==> config.mk <==
export PLATFORM = sky130hd
export DESIGN_NAME = fpw_ctrl
export DESIGN_NICKNAME = d
export VERILOG_FILES = /design/src/fpw_pkg.sv /design/src/fpw_ctrl.sv /design/src/fpw_wdog.sv
export SDC_FILE = /design/constraint.sdc
export NUM_CORES = 1
export LEC_CHECK = 0
export CAP_MARGIN = 15
export CELL_PAD_IN_SITES_DETAIL_PLACEMENT = 0
export CELL_PAD_IN_SITES_GLOBAL_PLACEMENT = 1
export CORE_MARGIN = 5
export CORE_UTILIZATION = 45
export CTS_BUF_LIST = sky130_fd_sc_hd__clkbuf_2 sky130_fd_sc_hd__clkbuf_4 sky130_fd_sc_hd__clkbuf_8
export DETAILED_ROUTE_END_ITERATION = 8
export DONT_BUFFER_PORTS = 1
export GPL_ROUTABILITY_DRIVEN = 0
export GPL_TIMING_DRIVEN = 0
export PLACE_DENSITY = 0.82
export SYNTH_ARGS = -nofsm -noshare
export SYNTH_HDL_FRONTEND = slang
export SYNTH_SLANG_ARGS = --single-unit
==> constraint.sdc <==
create_clock -name CLK -period 2.3 [get_ports CLK]
set_clock_uncertainty 0.1 [all_clocks]
set_input_delay 0.345 -clock CLK [delete_from_list [all_inputs] [get_ports CLK]]
set_output_delay 0.345 -clock CLK [all_outputs]
set_load 0.1 [all_outputs]
==> src/fpw_pkg.sv <==
// Shared types, constants and decode helpers for the frequency controller.
// Notes on behaviour
// - Table mode: strap code or software code by bypass.
// - Programmable mode: gear times (N+3) over (M+3).
// - Programmable mode: bypass picks gear and ratio source.
// - A CPU N or M write starts a load in programmable mode when not locked.
// - A recovery N or M write starts a load only when locked with recovery N/M.
// - Time-out switches to strap or recovery N/M.
// - Recovery N/M ratio follows bypass: strap or software code; strap setting uses strap code.
// - Watchdog enable written 0 stops, reloads, unlocks.
// - Enabled watchdog starts counting after a frequency change.
// - Time-out: reset, recovery frequency, locked recovery mode.
// - Locked: frequency control and CPU N/M writes are ignored.
// - Time-out flag reads 1 after time-out; write 1 clears.
// - Five-bit time-out value scaled by the time unit.
// - Countdown reaching zero sets the time-out flag.
// - Time unit bit: 0 is 150 ms, 1 is 2.5 s.
// - Time-out reset pulse only with its enable set.
// - Frequency-change reset pulse only with its enable set.
// - After reset programmable mode is off.
// - Programmable mode spans 50 MHz to 248 MHz.
package fpw_pkg;

	localparam int CLK_PERIOD_NS = 4;

	// Watchdog time units in milliseconds and their cycle counts.
	localparam logic [63:0] UNIT_SHORT_MS = 64'h96;
	localparam logic [63:0] UNIT_LONG_MS = 64'h9C4;
	localparam logic [29:0] UNIT_SHORT_CYC =
		30'(UNIT_SHORT_MS * 64'hF4240 / 64'(CLK_PERIOD_NS));
	localparam logic [29:0] UNIT_LONG_CYC =
		30'(UNIT_LONG_MS * 64'hF4240 / 64'(CLK_PERIOD_NS));

	// Width of the system reset pulse.
	localparam int RST_PULSE_NS = 1000;
	localparam logic [7:0] RST_PULSE_CYC = 8'(RST_PULSE_NS / CLK_PERIOD_NS);

	// Offsets added to N and M before they reach the PLL.
	localparam logic [8:0] N_OFFSET = 9'h003;
	localparam logic [7:0] M_OFFSET = 8'h03;

	// Gear constant selectors.
	localparam logic [1:0] GEAR_G1 = 2'h0;
	localparam logic [1:0] GEAR_G2 = 2'h1;
	localparam logic [1:0] GEAR_G3 = 2'h2;
	localparam logic [1:0] GEAR_G4 = 2'h3;

	typedef struct packed {
		logic prog_enable;
		logic strap_bypass;
		logic [4:0] table_select_code;
	} fpw_freq_ctrl_t;

	typedef struct packed {
		logic watchdog_enable;
		logic watchdog_time_unit;
		logic [4:0] watchdog_timeout_value;
		logic reset_on_timeout_enable;
		logic reset_on_freq_change_enable;
		logic recovery_source_choice;
	} fpw_wd_ctrl_t;

	typedef struct packed {
		logic prog_mode;
		logic [4:0] ratio_code;
		logic [1:0] gear_sel;
		logic [8:0] pll_mult;
		logic [7:0] pll_div;
	} fpw_setting_t;

	localparam fpw_freq_ctrl_t FREQ_CTRL_RST = '0;
	localparam fpw_wd_ctrl_t WD_CTRL_RST = '0;
	localparam logic [7:0] NUM_RST = 8'h00;
	localparam logic [6:0] DEN_RST = 7'h00;

	// Gear constant that belongs to each frequency code.
	function automatic logic [1:0] gear_of(input logic [4:0] code);
		logic [1:0] g;
		g = GEAR_G3;
		unique case (code)
			5'h00, 5'h02, 5'h03, 5'h04, 5'h05, 5'h06, 5'h07, 5'h1C: begin
				g = GEAR_G1;
			end
			5'h01, 5'h08, 5'h09, 5'h0A, 5'h0B, 5'h0C, 5'h0D, 5'h0E, 5'h1D: begin
				g = GEAR_G2;
			end
			5'h0F: begin
				g = GEAR_G4;
			end
			default: begin
				g = GEAR_G3;
			end
		endcase
		return g;
	endfunction : gear_of

	// Full setting built from a ratio code and the N/M pair.
	function automatic fpw_setting_t make_setting(input logic prog,
		input logic [4:0] code, input logic [7:0] n, input logic [6:0] m);
		fpw_setting_t s;
		s.prog_mode = prog;
		s.ratio_code = code;
		s.gear_sel = gear_of(code);
		s.pll_mult = prog ? ({1'b0, n} + N_OFFSET) : 9'h000;
		s.pll_div = prog ? ({1'b0, m} + M_OFFSET) : 8'h00;
		return s;
	endfunction : make_setting

endpackage : fpw_pkg

==> src/fpw_ctrl.sv <==
// Frequency selection, watchdog supervision and recovery control.
module fpw_ctrl #(
	parameter logic [29:0] UNIT_SHORT_CYC = fpw_pkg::UNIT_SHORT_CYC,
	parameter logic [29:0] UNIT_LONG_CYC = fpw_pkg::UNIT_LONG_CYC
) (
	// Clock and reset.
	input wire logic CLK,
	input wire logic RST_N,
	// Strap pins, caught once after reset release.
	input wire logic [4:0] STRAP_RATIO_CODE,
	// Frequency control word.
	input wire logic FREQ_CTRL_WR,
	input wire fpw_pkg::fpw_freq_ctrl_t FREQ_CTRL_IN,
	// CPU N and M values.
	input wire logic CPU_NUM_WR,
	input wire logic [7:0] CPU_NUMERATOR_VALUE,
	input wire logic CPU_DEN_WR,
	input wire logic [6:0] CPU_DENOMINATOR_VALUE,
	// Recovery N and M values.
	input wire logic REC_NUM_WR,
	input wire logic [7:0] RECOVERY_NUMERATOR_VALUE,
	input wire logic REC_DEN_WR,
	input wire logic [6:0] RECOVERY_DENOMINATOR_VALUE,
	// Watchdog control word.
	input wire logic WD_CTRL_WR,
	input wire fpw_pkg::fpw_wd_ctrl_t WD_CTRL_IN,
	// Time-out flag write.
	input wire logic FLAG_WR,
	input wire logic FLAG_WDATA,
	// Frequency output to the PLL.
	output fpw_pkg::fpw_setting_t FREQ_SETTING,
	output logic FREQ_LOAD,
	// System reset and status.
	output logic SYS_RESET_PULSE,
	output logic WATCHDOG_TIMEOUT_FLAG,
	output logic RECOVERY_LOCKED,
	output logic WATCHDOG_RUNNING,
	output logic [4:0] STRAP_LATCHED,
	output fpw_pkg::fpw_freq_ctrl_t FREQ_CTRL_Q,
	output fpw_pkg::fpw_wd_ctrl_t WD_CTRL_Q
);

	typedef enum logic {
		ST_NORMAL,
		ST_RECOVERY
	} fpw_mode_t;

	fpw_mode_t mode_r;
	fpw_mode_t mode_nxt;

	// Stored configuration.
	fpw_pkg::fpw_freq_ctrl_t fctl_r;
	fpw_pkg::fpw_wd_ctrl_t wctl_r;
	logic [7:0] cpu_n_r;
	logic [6:0] cpu_m_r;
	logic [7:0] rec_n_r;
	logic [6:0] rec_m_r;
	logic [4:0] strap_r;
	logic strap_taken_r;

	// Output and event state.
	fpw_pkg::fpw_setting_t setting_r;
	fpw_pkg::fpw_setting_t setting_nxt;
	logic load_r;
	logic nm_wr_d_r;
	logic rec_wr_d_r;
	logic enter_r;
	logic flag_r;
	logic [7:0] rst_cnt_r;
	logic [7:0] rst_cnt_nxt;

	// Decode.
	logic locked;
	logic fctl_take;
	logic cpu_n_take;
	logic cpu_m_take;
	logic nm_take;
	logic wd_disable;
	logic [4:0] ratio_code;
	fpw_pkg::fpw_setting_t normal_setting;
	fpw_pkg::fpw_setting_t recov_setting;
	logic setting_change;
	logic load_nxt;
	logic freq_change;
	logic wd_start;
	logic wd_expire;
	logic wd_running;
	logic rst_trigger;
	logic flag_clear;
	logic rec_take;

	assign locked = (mode_r == ST_RECOVERY);

	// Frequency control and CPU N/M writes are refused while locked.
	assign fctl_take = FREQ_CTRL_WR && !locked;
	assign cpu_n_take = CPU_NUM_WR && !locked;
	assign cpu_m_take = CPU_DEN_WR && !locked;
	assign nm_take = cpu_n_take || cpu_m_take;
	assign wd_disable = WD_CTRL_WR && !WD_CTRL_IN.watchdog_enable;

	// Ratio and gear source follows the bypass bit, except in recovery with the strap setting.
	assign ratio_code = fctl_r.strap_bypass ? fctl_r.table_select_code
		: strap_r;

	// Programmable mode passes N+3 and M+3 on; the PLL forms the ratio.
	assign normal_setting = fpw_pkg::make_setting(fctl_r.prog_enable,
		ratio_code, cpu_n_r, cpu_m_r);

	// Recovery uses the strap setting or the recovery N/M pair.
	assign recov_setting = fpw_pkg::make_setting(
		wctl_r.recovery_source_choice, wctl_r.recovery_source_choice
		? ratio_code : strap_r, rec_n_r, rec_m_r);

	assign setting_nxt = locked ? recov_setting : normal_setting;
	assign setting_change = (setting_nxt != setting_r);

	// Recovery N/M writes count only while they drive the output.
	assign rec_take = (REC_NUM_WR || REC_DEN_WR) && locked
		&& wctl_r.recovery_source_choice;

	// A fresh N/M write or entry to recovery reloads even when the value
	// is unchanged, so the PLL always sees the request.
	assign load_nxt = strap_taken_r && (setting_change
		|| (nm_wr_d_r && fctl_r.prog_enable && !locked)
		|| (rec_wr_d_r && locked) || enter_r);

	// Events seen by the watchdog and the reset generator.
	assign freq_change = load_r && !locked;
	assign wd_start = freq_change && wctl_r.watchdog_enable;

	assign mode_nxt = wd_disable ? ST_NORMAL
		: (wd_expire ? ST_RECOVERY : mode_r);

	assign rst_trigger = (wd_expire && wctl_r.reset_on_timeout_enable)
		|| (freq_change && wctl_r.reset_on_freq_change_enable);
	assign rst_cnt_nxt = rst_trigger ? fpw_pkg::RST_PULSE_CYC
		: (rst_cnt_r != 8'h00 ? rst_cnt_r - 8'h01 : 8'h00);

	assign flag_clear = FLAG_WR && FLAG_WDATA;

	fpw_wdog #(
		.UNIT_SHORT(UNIT_SHORT_CYC),
		.UNIT_LONG(UNIT_LONG_CYC)
	) u_wdog (
		.clk(CLK),
		.rst_n(RST_N),
		.start(wd_start),
		.stop(wd_disable || !wctl_r.watchdog_enable),
		.unit_long(wctl_r.watchdog_time_unit),
		.timeout_value(wctl_r.watchdog_timeout_value),
		.expire(wd_expire),
		.running(wd_running)
	);

	// Strap pins are caught on the first edge after reset release.
	always_ff @(posedge CLK) begin
		if (!RST_N) begin
			strap_r <= 5'h00;
			strap_taken_r <= 1'b0;
		end else if (!strap_taken_r) begin
			strap_r <= STRAP_RATIO_CODE;
			strap_taken_r <= 1'b1;
		end
	end

	// Frequency control word and CPU N/M.
	always_ff @(posedge CLK) begin
		if (!RST_N) begin
			fctl_r <= fpw_pkg::FREQ_CTRL_RST;
			cpu_n_r <= fpw_pkg::NUM_RST;
			cpu_m_r <= fpw_pkg::DEN_RST;
			nm_wr_d_r <= 1'b0;
		end else begin
			if (fctl_take) begin
				fctl_r <= FREQ_CTRL_IN;
			end
			if (cpu_n_take) begin
				cpu_n_r <= CPU_NUMERATOR_VALUE;
			end
			if (cpu_m_take) begin
				cpu_m_r <= CPU_DENOMINATOR_VALUE;
			end
			nm_wr_d_r <= nm_take;
		end
	end

	// Recovery values and the watchdog control word.
	always_ff @(posedge CLK) begin
		if (!RST_N) begin
			rec_n_r <= fpw_pkg::NUM_RST;
			rec_m_r <= fpw_pkg::DEN_RST;
			wctl_r <= fpw_pkg::WD_CTRL_RST;
			rec_wr_d_r <= 1'b0;
		end else begin
			if (REC_NUM_WR) begin
				rec_n_r <= RECOVERY_NUMERATOR_VALUE;
			end
			if (REC_DEN_WR) begin
				rec_m_r <= RECOVERY_DENOMINATOR_VALUE;
			end
			if (WD_CTRL_WR) begin
				wctl_r <= WD_CTRL_IN;
			end
			rec_wr_d_r <= rec_take;
		end
	end

	// Mode, output setting, load strobe, reset pulse and flag.
	always_ff @(posedge CLK) begin
		if (!RST_N) begin
			mode_r <= ST_NORMAL;
			setting_r <= '0;
			load_r <= 1'b0;
			enter_r <= 1'b0;
			rst_cnt_r <= 8'h00;
			flag_r <= 1'b0;
		end else begin
			mode_r <= mode_nxt;
			setting_r <= setting_nxt;
			load_r <= load_nxt;
			enter_r <= wd_expire && !wd_disable;
			rst_cnt_r <= rst_cnt_nxt;
			if (wd_expire) begin
				flag_r <= 1'b1;
			end else if (flag_clear) begin
				flag_r <= 1'b0;
			end
		end
	end

	assign FREQ_SETTING = setting_r;
	assign FREQ_LOAD = load_r;
	assign SYS_RESET_PULSE = (rst_cnt_r != 8'h00);
	assign WATCHDOG_TIMEOUT_FLAG = flag_r;
	assign RECOVERY_LOCKED = locked;
	assign WATCHDOG_RUNNING = wd_running;
	assign STRAP_LATCHED = strap_r;
	assign FREQ_CTRL_Q = fctl_r;
	assign WD_CTRL_Q = wctl_r;

endmodule : fpw_ctrl

==> src/fpw_wdog.sv <==
// Watchdog countdown with a selectable time unit.
module fpw_wdog #(
	parameter logic [29:0] UNIT_SHORT = fpw_pkg::UNIT_SHORT_CYC,
	parameter logic [29:0] UNIT_LONG = fpw_pkg::UNIT_LONG_CYC
) (
	// Clock and reset.
	input wire logic clk,
	input wire logic rst_n,
	// Control.
	input wire logic start,
	input wire logic stop,
	input wire logic unit_long,
	input wire logic [4:0] timeout_value,
	// Status.
	output logic expire,
	output logic running
);

	logic run_r;
	logic unit_r;
	logic [29:0] pre_r;
	logic [4:0] units_r;
	logic expire_r;
	logic [29:0] start_len;
	logic [29:0] run_len;
	logic tick;
	logic last_unit;

	assign start_len = unit_long ? UNIT_LONG : UNIT_SHORT;
	assign run_len = unit_r ? UNIT_LONG : UNIT_SHORT;
	assign tick = run_r && (pre_r == 30'h00000000);
	// A value of v runs v+1 units, so five bits span one to 32 units.
	assign last_unit = (units_r == 5'h00);
	assign expire = expire_r;
	assign running = run_r;

	always_ff @(posedge clk) begin
		if (!rst_n) begin
			run_r <= 1'b0;
			unit_r <= 1'b0;
			pre_r <= '0;
			units_r <= '0;
			expire_r <= 1'b0;
		end else begin
			expire_r <= 1'b0;
			if (stop) begin
				run_r <= 1'b0;
				pre_r <= '0;
				units_r <= '0;
			end else if (start) begin
				run_r <= 1'b1;
				unit_r <= unit_long;
				units_r <= timeout_value;
				pre_r <= start_len - 30'h00000001;
			end else if (tick) begin
				if (last_unit) begin
					run_r <= 1'b0;
					expire_r <= 1'b1;
				end else begin
					units_r <= units_r - 5'h01;
					pre_r <= run_len - 30'h00000001;
				end
			end else if (run_r) begin
				pre_r <= pre_r - 30'h00000001;
			end
		end
	end

endmodule : fpw_wdog
Word level (Yosys, flattened, before mapping)
Memory sizes are Yosys's and may differ from the RTL's.
Index checks and enable logic that the tools add are counted.
{ "totals": {"wordCells": 119, "out_inout_bits": 52, "memories": 2, "inputBits": 62, "romBits": 128, "ff_bits": 130} }
{ "mem_list": {"columns": ["memory", "words", "word_bits", "rd", "rd_clocked_by_memory_dff", "wr", "line", "rtl"], "rows": [
  ["(name not given)", 32, 2, 1, 0, 0, "fpw_pkg.sv:80", "unique case (code)"],
  ["(name not given)", 32, 2, 1, 0, 0, "fpw_pkg.sv:80", null]
]} }
{ "op_classes": {"reduce_logical": 43, "n_addsub": 9, "bitwise_logic": 4, "n_mux": 25, "eq_ne": 3} }
{ "op_table": {"columns": ["cell", "count"], "rows": [
  ["30-bit 2-to-1 mux", 6],
  ["30-bit by 1-bit subtractor with 30-bit output (second input constant)", 3],
  ["8-bit 2-to-1 mux", 4],
  ["30-bit zero test", 1],
  ["25-bit 2-to-1 mux", 1],
  ["5-bit 2-to-1 mux", 5],
  ["25-bit != test", 1],
  ["8-bit by 2-bit adder with 9-bit output (second input constant)", 2],
  ["9-bit 2-to-1 mux", 2],
  ["1-bit logical AND", 17],
  ["7-bit by 2-bit adder with 8-bit output (second input constant)", 2],
  ["2-bit AND reduction", 4],
  ["8-bit nonzero test", 1],
  ["8-bit by 1-bit subtractor with 8-bit output (second input constant)", 1],
  ["1-bit logical OR", 7],
  ["1-bit 2-to-1 mux", 7],
  ["2-bit nonzero test", 3],
  ["5-bit zero test", 1],
  ["5-bit by 1-bit subtractor with 5-bit output (second input constant)", 1],
  ["1-bit zero test", 4],
  ["1-bit NOT", 4],
  ["2-bit OR reduction", 2],
  ["4-bit OR reduction", 1],
  ["3-bit by 2-bit != test with 1-bit output (second input constant)", 1],
  ["3 further kinds", 3]
]} }

Longest topological paths before layout
An unclocked memory read counts as a cell.
{ "logic_depth": {"depth_word": 9, "mapped_depth": 9, "depth_no_buf": 9} }

By module
From an unflattened synthesis, not the netlist that was laid out.
{ "hier_totals": {"cells_unflattened": 780, "area_unflattened_um2": 6836.6} }
{ "modules_own_cells": {"columns": ["module", "n_inst", "area_each_um2", "seq_area_each_um2", "cells_each"], "rows": [
  ["fpw_ctrl", 1, 4540.6, 1841.8, 489],
  ["fpw_wdog", 1, 2296.0, 760.7, 291]
]} }

Worst setup path before layout
Ideal clock, no wire load.
{ "synth_timing": {"path_kind": "flip-flop to flip-flop", "from": "register mode_r, in the netlist RECOVERY_LOCKED", "to": "register load_r, in the netlist FREQ_LOAD", "arrival_ps": 3082, "path_slack_ps": -1004, "path_stages_with_launch": 9, "n_path_buf": 1, "required_ps": 2078, "cell_sequence": "dfxtp_1 -> inv_1 -> o21ai_0 -> clkbuf_1 -> mux2i_1 -> o22ai_1 -> a2111oi_0 -> nand4_1 -> o311a_1"} }
{ "synth_between": {"elab_chain_len": 6, "word_cells_on_any_way": 9, "classes_between": "eq/ne (1); mux (1); reduce/logical (7)"} }
{ "synth_lines": {"columns": ["item", "line", "rtl"], "rows": [
  ["start, declared", "fpw_ctrl.sv:48", "fpw_mode_t mode_r;"],
  ["start signal, assigned", "fpw_ctrl.sv:218", "mode_r <= mode_nxt;"],
  ["25-bit 2-to-1 mux or 1-bit zero test (tied branches)", "fpw_ctrl.sv:114, fpw_ctrl.sv:124", null],
  ["25-bit != test or 1-bit logical AND (tied branches)", "fpw_ctrl.sv:115, fpw_ctrl.sv:124", null],
  ["1-bit logical OR", "fpw_ctrl.sv:124", "|| (nm_wr_d_r && fctl_r.prog_enable && !locked)"],
  ["1-bit logical OR * (2 in a row)", "fpw_ctrl.sv:125", "|| (rec_wr_d_r && locked) || enter_r);"],
  ["1-bit logical AND *", "fpw_ctrl.sv:123", "assign load_nxt = strap_taken_r && (setting_change"],
  ["end signal, assigned", "fpw_ctrl.sv:220", "load_r <= load_nxt;"],
  ["end, declared", "fpw_ctrl.sv:64", "logic load_r;"]
]} }
Mark *: on every way between the ends. The rest lies on a longest branch, timed or not.
A chain may end at the register's enable or synchronous reset.

Final worst setup path
Same ends and word-level chain as after synthesis.

==> qor.yml <==
timing:
  max_freq_ghz: 0.373
  slew_violations: 0
  worst_pin_slew_ns: 1.08
  period_share_pct: 117
  finalSetupViolations: 23
  slew-limit-headroom_pct: 27.9
  period_needed_ns: 2.68
  final_hold_viol_count: 0
  rsz0062_at_grt: "yes"
  setup_slack_ns: -0.382
synthesis:
  synth_area_per_cell_um2: 8.92
  ys_async_sr_fraction_pct: 0
  yosys-top-cells-count: "dfxtp_1, nor2b_1, mux2i_1"
  synthFlopType: "dfxtp_1"
  synth_warnings: 0
  synth_edf_count: 0
  syn_area_um2: 6540
  synth-seq-cells: 130
  synthCells: 734
  synth_most_common_cell: "dfxtp_1"
  yosys.area.top_type: "dfxtp_1"
  synth_top_area_share_pct: 39.8
  yosys.cell_types.count: 65
  synth.area.top_cells: "dfxtp_1, mux2i_1, nor2b_1, xnor2_1, xor2_1"
  synthesis.nets: 805
  yosysSeqAreaShare_pct: 39.8
flow_run:
  maxCapViolations: 0
final_layout:
  insertedDiodeCount: 0
  fin_cells: 1047
  multi_input_area_um2: 4210
  drive_above_1_share_pct: 24.1
  syn_to_final_growth_pct: 35.7
  n_fill_cell: 1138
  post-route-util_pct: 61.6
  design.final.nets: 921
  seqCellArea_um2: 2670
grt:
  grt_max_degree: 17
  grt_pass1_vias: 5958
  grt_first_pass_wirelength_mm: 31.1
  grt_usage_pct: 23.5
  antenna_found_initial: 0
  overflow: 0
clocking:
  clock-sinks: 130
  h-tree-depth: 4
  clk_latency_ns: 0.47
  clock-root-buffer: "clkbuf_8"
  cts_tree: "yes"
  clockBufferDepth: 2
  clk_pin_slew_ns: 0.08
  cts_buffers: 17
critical_path:
  startpoint_type: "flop"
  reg2reg_from: "RECOVERY_LOCKED"
  cp_max_fo: 10
  crit_start: "RECOVERY_LOCKED"
  critPathSlowestCell: "dfxtp_4"
  criticalPathCategory: "reg -> reg"
  cp.arrival_ns: 2.93
  endpoint_kind: "flop"
  cpPeakStageDelay_ns: 0.59
  r2r_slack_ns: -0.38
  crit_chain: "clkinvlp_4, o21ai_2, buf_6, mux2i_2, o22ai_1, a2111oi_1, nand4_1, o311a_1"
  crit_required_ns: 2.55
drt:
  drc_errors: 0
  routed_wl_mm: 20.8
  ant_nets: 0
  first_pass_iters: 6
  detail_route.wl_per_cell_um: 19.9
  via_count: 6101
  drt-vias-per-instance: 5.83
  drt_iter0_drc: 431
floorplanning:
  num_rows: 44
  die_h_um: 131
  start_util_pct: 45.4
  die_area_um2: 17100
  ios: 114
  fp.dieW_um: 131
  design.core.area_um2: 14400
placement:
  post-place-cells: 918
  hpwl_mm: 13.8
  portBuffers: 0
power_and_ir_drop:
  p_leak_nw: 3.40
  powerDensity_nw_per_um2: 687
  ir_worst_vdd_mv: 0.378
outcome:
  violations: "setup timing"
  status: "complete, but fails checks"
worst_hold_path:
  hp-class: "in -> reg"
  min_from: "FLAG_WDATA"
==> power breakdown <==
group | switching (mW) | internal (mW) | total [mW]
Clock | 0.967 | 1.38 | 2.35
Combinational | 0.540 | 0.411 | 0.952
Sequential | 0.419 | 2.38 | 2.80
==> cell families after synthesis <==
group	Yosys count	synth area share, %
flops	130	39.8
compound gates	145	14.5
simple gates	276	23.8
xor+xnor	61	8.16
fa+ha+maj	9	1.72
mux	55	8.51
buf+inv	58	3.56
==> sequential cells by signal, summed over array words and instances (netlist names) <==
name	flops
FREQ_CTRL_Q	7
FREQ_LOAD	1
FREQ_SETTING	25
RECOVERY_LOCKED	1
STRAP_LATCHED	5
WATCHDOG_TIMEOUT_FLAG	1
WD_CTRL_Q	10
cpu_m_r	7
cpu_n_r	8
enter_r	1
nm_wr_d_r	1
rec_m_r	7
rec_n_r	8
rec_wr_d_r	1
rst_cnt_r	8
strap_taken_r	1
u_wdog.expire	1
u_wdog.pre_r	30
u_wdog.running	1
u_wdog.unit_r	1
u_wdog.units_r	5
==> worst max-delay path, delay by kind of cell (launching register included) <==
kind                   cells  cell delay (ns)
buffers and inverters      2             0.39
AO/OA/AOI/OAI              4             1.08
flip-flops                 1             0.59
AND/OR/NAND/NOR            1             0.15
multiplexers               1             0.25
==> per-stage QoR <==
stage                     hold WS (ns)  setup WS (ns)  power, mW  cell area, um2  TNS (ns)
after floorplan                  0.273         -0.232       3.43            6620    -0.232
after global placement           0.274         -0.515       3.58            6850     -9.89
after detailed placement         0.274         -0.508       3.62            6850     -9.84
after CTS                      0.00429         -0.367       6.07            8500     -1.49
after global routing            0.0929         -0.459       6.32            8880     -4.19
final                           0.0247         -0.382       6.10            8880     -2.02
==> final timing paths <==
check,end,depth (start not counted)
hold reg to reg,rst_cnt_r[0],1
setup / recovery,FREQ_LOAD,8
setup reg to reg,FREQ_LOAD,8
hold / removal,WATCHDOG_TIMEOUT_FLAG,3
==> area by class of cell <==
type	count	share of cell area, %
Buffer	33	2.30
Multi-Input combinational cell	546	47.4
Clock buffer	21	3.11
Inverter	24	1.06
Clock inverter	11	2.24
Timing Repair Buffer	98	11.3
Tap cell	184	2.59
Sequential cell	130	30.0
==> cell usage in the layout, fill, tap and decap left out, types with 5 or more instances in the layout <==
cell type,synthesis,layout
inv_1,24,21
or3_1,6,5
nand4_1,7,7
dlygate4sd3_1,0,55
ha_1,9,8
nand3b_1,9,9
a21oi_1,40,34
dfxtp_4,0,12
clkbuf_1,28,18
clkbuf_2,0,6
buf_6,0,21
o21ai_2,1,5
nor3_1,16,11
o22ai_1,18,15
xnor2_1,32,31
or4_1,7,6
buf_4,3,21
mux2i_1,53,52
nor2_1,51,43
xor2_1,29,29
bufinv_16,0,5
nand2b_1,8,8
a31oi_1,7,7
nor4_1,11,6
dfxtp_2,0,14
buf_8,0,5
dfxtp_1,130,104
and3_1,9,6
a21oi_2,0,6
o2111ai_1,6,6
and2_1,13,11
nand2_1,36,28
o21ai_0,33,24
clkbuf_8,0,19
nor2b_1,74,73
==> routing by layer <==
metal / global-route usage (%) / wire, um / vias to the layer above
met4: 10.0 / 657 / 0
met3: 6.42 / 1550 / 61
met1: 29.6 / 8630 / 2941
met5: 0 / 0 / -
li1: - / - / 2857
met2: 37.9 / 10000 / 242
==> repair_timing <==
item                                   in CTS  in global routing
hold buffers                               55                  0
resized for setup                          98                 74
setup endpoints to repair                  36                 35
endpoints found under the hold margin      54                  0
buffers inserted                           31                 17
gates cloned                                1                  1
pin swaps                                  38                 47
No activity file was read; power rests on OpenSTA's default activity.
